File: src/pkg/pafc_consts.vh
// constants for the process-data access fault checker
`ifndef PAFC_CONSTS_VH
`define PAFC_CONSTS_VH

// ============================================================
// fault codes as reported, in priority order
`define PAFC_CODE_W        8
`define PAFC_CODE_NONE     8'h00
`define PAFC_CODE_INDEX    8'h79
`define PAFC_CODE_SUBIDX   8'h7a
`define PAFC_CODE_SIZE     8'h7b
`define PAFC_CODE_RANGE    8'h7c
`define PAFC_CODE_RDONLY   8'h7d
`define PAFC_CODE_NOMAP    8'h7e
`define PAFC_CODE_SRVON    8'h7f

// ============================================================
// message and dictionary widths
`define PAFC_IDX_W         16
`define PAFC_SUB_W         8
`define PAFC_LEN_W         4
`define PAFC_DATA_W        32
`define PAFC_CTRLWORD_IDX  16'h6040

// ============================================================
// dictionary entry attribute bits
`define PAFC_ATTR_W        4
`define PAFC_ATTR_RO       0
`define PAFC_ATTR_MAP      1
`define PAFC_ATTR_SRVLOCK  2
`define PAFC_ATTR_SIGNED   3

// ============================================================
// dictionary table
`define PAFC_N_OBJ         8
`define PAFC_OBJ_SEL_W     3

// ============================================================
// dictionary entry layout: index, max sub-index, length, min, max, attributes
`define PAFC_ENT_W         96
`define PAFC_ENT_IDX_HI    95
`define PAFC_ENT_IDX_LO    80
`define PAFC_ENT_SUB_HI    79
`define PAFC_ENT_SUB_LO    72
`define PAFC_ENT_LEN_HI    71
`define PAFC_ENT_LEN_LO    68
`define PAFC_ENT_MIN_HI    67
`define PAFC_ENT_MIN_LO    36
`define PAFC_ENT_MAX_HI    35
`define PAFC_ENT_MAX_LO    4
`define PAFC_ENT_ATTR_HI   3
`define PAFC_ENT_ATTR_LO   0

`endif

File: src/rtl/pafc_dict.v
// object dictionary lookup: index, sub-index, size, range, attributes
`timescale 1ns/10ps
`include "pafc_consts.vh"

module pafc_dict
(
	// query
	input  wire [`PAFC_IDX_W-1:0]  q_index,
	input  wire [`PAFC_SUB_W-1:0]  q_subidx,
	// answer
	output reg                     idx_hit,
	output reg                     sub_hit,
	output reg  [`PAFC_LEN_W-1:0]  obj_len,
	output reg  [`PAFC_DATA_W-1:0] obj_min,
	output reg  [`PAFC_DATA_W-1:0] obj_max,
	output reg  [`PAFC_ATTR_W-1:0] obj_attr
);

	// ============================================================
	// table entry: index, max sub-index, length, min, max, attributes
	function [`PAFC_ENT_W-1:0] entry;
		input [`PAFC_OBJ_SEL_W-1:0] sel;
		begin
			case (sel)
				3'h0:    entry = {16'h6040, 8'h00, 4'h2, 32'h00000000, 32'h0000ffff, 4'h2};
				3'h1:    entry = {16'h6041, 8'h00, 4'h2, 32'h00000000, 32'h0000ffff, 4'h3};
				3'h2:    entry = {16'h6060, 8'h00, 4'h1, 32'h00000000, 32'h0000000a, 4'h6};
				3'h3:    entry = {16'h607a, 8'h00, 4'h4, 32'h80000000, 32'h7fffffff, 4'ha};
				3'h4:    entry = {16'h60ff, 8'h00, 4'h4, 32'hfff00000, 32'h000fffff, 4'ha};
				3'h5:    entry = {16'h6083, 8'h00, 4'h4, 32'h00000001, 32'h00ffffff, 4'h6};
				3'h6:    entry = {16'h1000, 8'h00, 4'h4, 32'h00000000, 32'hffffffff, 4'h1};
				default: entry = {16'h2001, 8'h02, 4'h2, 32'h00000000, 32'h00007fff, 4'h0};
			endcase
		end
	endfunction

	integer                  i;
	reg [`PAFC_ENT_W-1:0]    e;

	always @*
	begin
		idx_hit  = 1'b0;
		sub_hit  = 1'b0;
		obj_len  = {`PAFC_LEN_W{1'b0}};
		obj_min  = {`PAFC_DATA_W{1'b0}};
		obj_max  = {`PAFC_DATA_W{1'b0}};
		obj_attr = {`PAFC_ATTR_W{1'b0}};
		e        = {`PAFC_ENT_W{1'b0}};
		for (i = 0; i < `PAFC_N_OBJ; i = i + 1)
		begin
			e = entry(i[`PAFC_OBJ_SEL_W-1:0]);
			if (e[`PAFC_ENT_IDX_HI:`PAFC_ENT_IDX_LO] == q_index)
			begin
				idx_hit  = 1'b1;
				sub_hit  = (q_subidx <= e[`PAFC_ENT_SUB_HI:`PAFC_ENT_SUB_LO]);
				obj_len  = e[`PAFC_ENT_LEN_HI:`PAFC_ENT_LEN_LO];
				obj_min  = e[`PAFC_ENT_MIN_HI:`PAFC_ENT_MIN_LO];
				obj_max  = e[`PAFC_ENT_MAX_HI:`PAFC_ENT_MAX_LO];
				obj_attr = e[`PAFC_ENT_ATTR_HI:`PAFC_ENT_ATTR_LO];
			end
		end
	end

endmodule // pafc_dict

File: config.mk
export PLATFORM = sky130hd
export DESIGN_NAME = pafc_dict
export DESIGN_NICKNAME = d
export VERILOG_FILES = /design/src/rtl/pafc_dict.v
export VERILOG_INCLUDE_DIRS = /design/src /design/src/pkg
export SDC_FILE = /design/constraint.sdc
export NUM_CORES = 1
export LEC_CHECK = 0
export BUFFER_PORTS_ARGS = -buffer_cell sky130_fd_sc_hd__buf_2
export CAP_MARGIN = 20
export CORE_UTILIZATION = 35
export DETAILED_ROUTE_END_ITERATION = 7
export PLACE_DENSITY = 0.89
export SLEW_MARGIN = 10
export SYNTH_ARGS = -nofsm -noshare
export SYNTH_HDL_FRONTEND = slang
export SYNTH_SLANG_ARGS = --single-unit
File: constraint.sdc
create_clock -name vclk -period 4.8
set_input_delay 0.72 -clock vclk [all_inputs]
set_output_delay 0.72 -clock vclk [all_outputs]
set_load 0.01 [all_outputs]
; After elaboration in Yosys (flattened, before gate mapping)
; Index checks and enable logic that the tools add are counted.
; W data, S select, Z words.
[op_classes]
magnitude_cmp = 2
mux = 44
eq_ne = 8
[ops]
columns = op, count
row1 = $mux W32, 12
row2 = $eq A15 B16 Y1 const A, 6
row3 = $mux W4, 12
row4 = $eq A13 B16 Y1 const A, 1
row5 = $eq A14 B16 Y1 const A, 1
row6 = $mux W1, 16
row7 = $mux W16, 1
row8 = $le A8 B1 Y1 const B, 1
row9 = $le A8 B2 Y1 const B, 1
row10 = $mux W2, 3
[word_totals]
ff_bits = 0
output_inout_bits = 74

; Depth between registers and ports, before layout
[depth]
word_depth = 9
depth_mapped = 6
mapped_depth_nobuf = 5

; Worst setup path before layout
; No wires, ideal clock.
[synth_timing]
path_type = input port to output port
startpoint = in q_index[1]
endpoint = out obj_max[10]
path_slack_ns = 1.588
stages = 6
arrival_ns = 2.492
n_path_buf = 1
required_time_ns = 4.080
path_cell_list = or4_4 > or3b_1 > a21o_1 > a21boi_1 > nand3_1 > buf_4
[synth_via]
elab_chain_len = 9
word_cells_on_any_way = 16
classes_between = 8 x eq/ne / 8 x mux
[synth_rtl]
columns = item, line_no
row1 = start: declaration, pafc_dict.v:8  ; input wire [`PAFC_IDX_W-1:0] q_index,
row2 = $eq A15 B16 Y1, pafc_dict.v:52  ; if (e[`PAFC_ENT_IDX_HI:`PAFC_ENT_IDX_LO] == q_index)
row3 = $mux W16, pafc_dict.v:52
row4 = $mux W32 (6 in a row), pafc_dict.v:52
row5 = $mux W32 *, pafc_dict.v:52
row6 = end: declaration, pafc_dict.v:15  ; output reg [`PAFC_DATA_W-1:0] obj_max,
; Every way passes the cells marked *; elsewhere a longest branch is shown, timed or not.

; Worst setup path in the final report
; Same ends and word-level chain as after synthesis.

==> impl_metrics.csv <==
group,metric,value,unit
critical_path,critical_path_peak_fanout,13,
flow_run,max_cap_violations,0,
placement,port_buf_inserts,78,
timing,final_hold_viol_count,0,
layout,area_delta_synth_final,8.149,%
logic_synthesis,top_cells_by_instance_count_after_synthesis,"58 x buf_4, 6 x nand2_1, 5 x nand3_1",
detailed_routing,totalWireLength,1519,um
grt,grt.total_usage,10.76,%
layout,final_cells,173,
logic_synthesis,synthesis.area,737.0,um^2
detailed_routing,drt-initial-drc-count,7,
logic_synthesis,synth.yosys.seq_area_share,0,%
timing,finalCriticalPeriod,3.353,ns
power,ir_drop,12.83,uV
layout,nFillCells,221,
layout,final.clkbuf_count,0,
timing,fin_tns_setup,0,ns
detailed_routing,routed_via_density,4.185,
layout,drive_gt1_share,56.16,%
layout,final_nets,172,
detailed_routing,routed-via-count,724,
logic_synthesis,synth.most_common_cell,"buf_4",
logic_synthesis,yosysWarningCount,0,
floorplanning,die_height,47.89,um
min_path,worst_hold_startpoint,"q_subidx[3]",
floorplanning,placementRows,16,
timing,rsz0062_at_grt,"false",
grt,grt_pass1_wl,1835,um
run_status,status,"complete, no violations",
grt,grt_overflow,0,
power,power_density,30.73,nW/um^2
critical_path,critPathCaptureType,"primary output",
timing,clock.fmax,0.2982,GHz
timing,whs,1.766,ns
grt,grt_start_max_net_pins,14,
floorplanning,die_x,47.89,um
grt,grt_antenna_before_repair,0,
power,power.total,24.49,uW
layout,antenna-diode-count,0,
detailed_routing,detail_route.wl_per_cell,8.780,um
clock_tree,holdBufCountCts,0,
floorplanning,floorplan.initialDensity,37.56,%
logic_synthesis,post_synth_inst_count,107,
critical_path,crit_path_from,"q_index[1]",
logic_synthesis,synth.top_cell.area_share,59.08,%
floorplanning,pin_count,98,
layout,seq_cells,0,
critical_path,required,4.08,ns
timing,final-max-slew-violation-count,0,
min_path,worst_hold_path_type,"in -> out",
logic_synthesis,yosysTopAreaCell,"buf_4",
clock_tree,postCtsSetupBuffers,0,
placement,place.detailed.instances,173,
floorplanning,floorplan.die_area,2293,um^2
logic_synthesis,synth.lib_cells_used.distinct,28,
power,leakagePower,0.6155,nW
critical_path,worstPathArrival,2.63,ns
clock_tree,cts_repair_resize_count,0,
detailed_routing,route.antenna.remaining_nets,0,
layout,multiInputGateArea,357.8,um^2
logic_synthesis,avgSynthCellArea,6.887,um^2
critical_path,crit_type,"in -> out",
logic_synthesis,synthTopCellsByArea,"buf_4 59%, and4_1 3.6%, nand3_1 3.4%, nand2_1 3.1%, nor3_1 2.0%",
timing,min_period_over_period,69.86,%
grt,first_global_vias,450,
detailed_routing,number_of_remaining_drc_errors,0,
floorplanning,core_region_area,1962,um^2
placement,finalWeightedCongestion,0.8679,
detailed_routing,drtPass1Iterations,4,
min_path,hold-path-cell-count,4,
layout,seq_area,0,um^2
critical_path,startpoint_type,"primary input",
placement,place_hpwl,1383,um
timing,timing.final.setup_violations,0,
==> area by class of cell <==
class / count / share of cell area [%]
inverter: 4 / 1.884
multi-input combinational: 64 / 44.90
tap: 27 / 4.239
timing repair buffer: 78 / 48.98
==> cell usage in the layout, fill, tap and decap left out <==
cell,count
and2_1,1
or4b_1,1
o21a_1,1
buf_2,78
a21oi_1,1
and4_1,3
a21boi_1,2
conb_1,20
nor2_1,3
nand3_1,5
a211oi_2,1
inv_1,4
nand2b_1,1
or4_1,2
a211oi_1,1
nor3b_1,1
a21o_1,1
nor4bb_1,1
or4_4,1
or3_1,1
nand2_1,6
or3b_1,1
nor3_1,3
o21ai_1,1
or2_2,2
and3b_1,1
o21ai_0,1
nand3b_1,2
==> through the flow <==
stage / utilization, % / worst slack, ns / cell area [um^2]
after floorplan: - / 1.588 / 808.3
after global placement: 40.63 / 1.529 / 797.0
after detailed placement: 40.63 / 1.446 / 797.0
after CTS: 40.63 / 1.437 / 797.0
after global routing: 40.63 / 1.309 / 797.0
final: 40.63 / 1.447 / 797.0
==> worst max-delay path, cell delays in order <==
cell	delay, ns
buf_2	0.11
or4_4	0.55
or3b_1	0.37
a21o_1	0.23
a21boi_1	0.17
nand3_1	0.27
buf_2	0.21
==> per-layer routing <==
layer  up-vias  share of wire [%]  GRT usage [%]
li1        361                  -              -
met1       314                 35          12.53
met2        49                 52          20.81
met3         0                 13          1.887
met4         0                  0          1.111
met5         -                  0              0
==> cells by family (layout without fill, tap and decap cells) <==
family / Yosys count / in the layout / synth area share, %
AO/OA/AOI/OAI: 9 / 9 / 8.827
other: 1 / 20 / 0.5088
AND/OR/NAND/NOR: 35 / 35 / 29.54
buffers and inverters: 62 / 82 / 61.12
==> power by group <==
part           switching, mW  internal, mW
clock network              0             0
logic                 0.0148       0.00965
registers                  0             0
total                 0.0148       0.00965
==> path summary, 6_finish.rpt <==
check / endpoint / slack [ns]
setup / recovery: obj_max[10] / 1.45
hold / removal: sub_hit / 1.77
(Power assumes the default switching activity.)
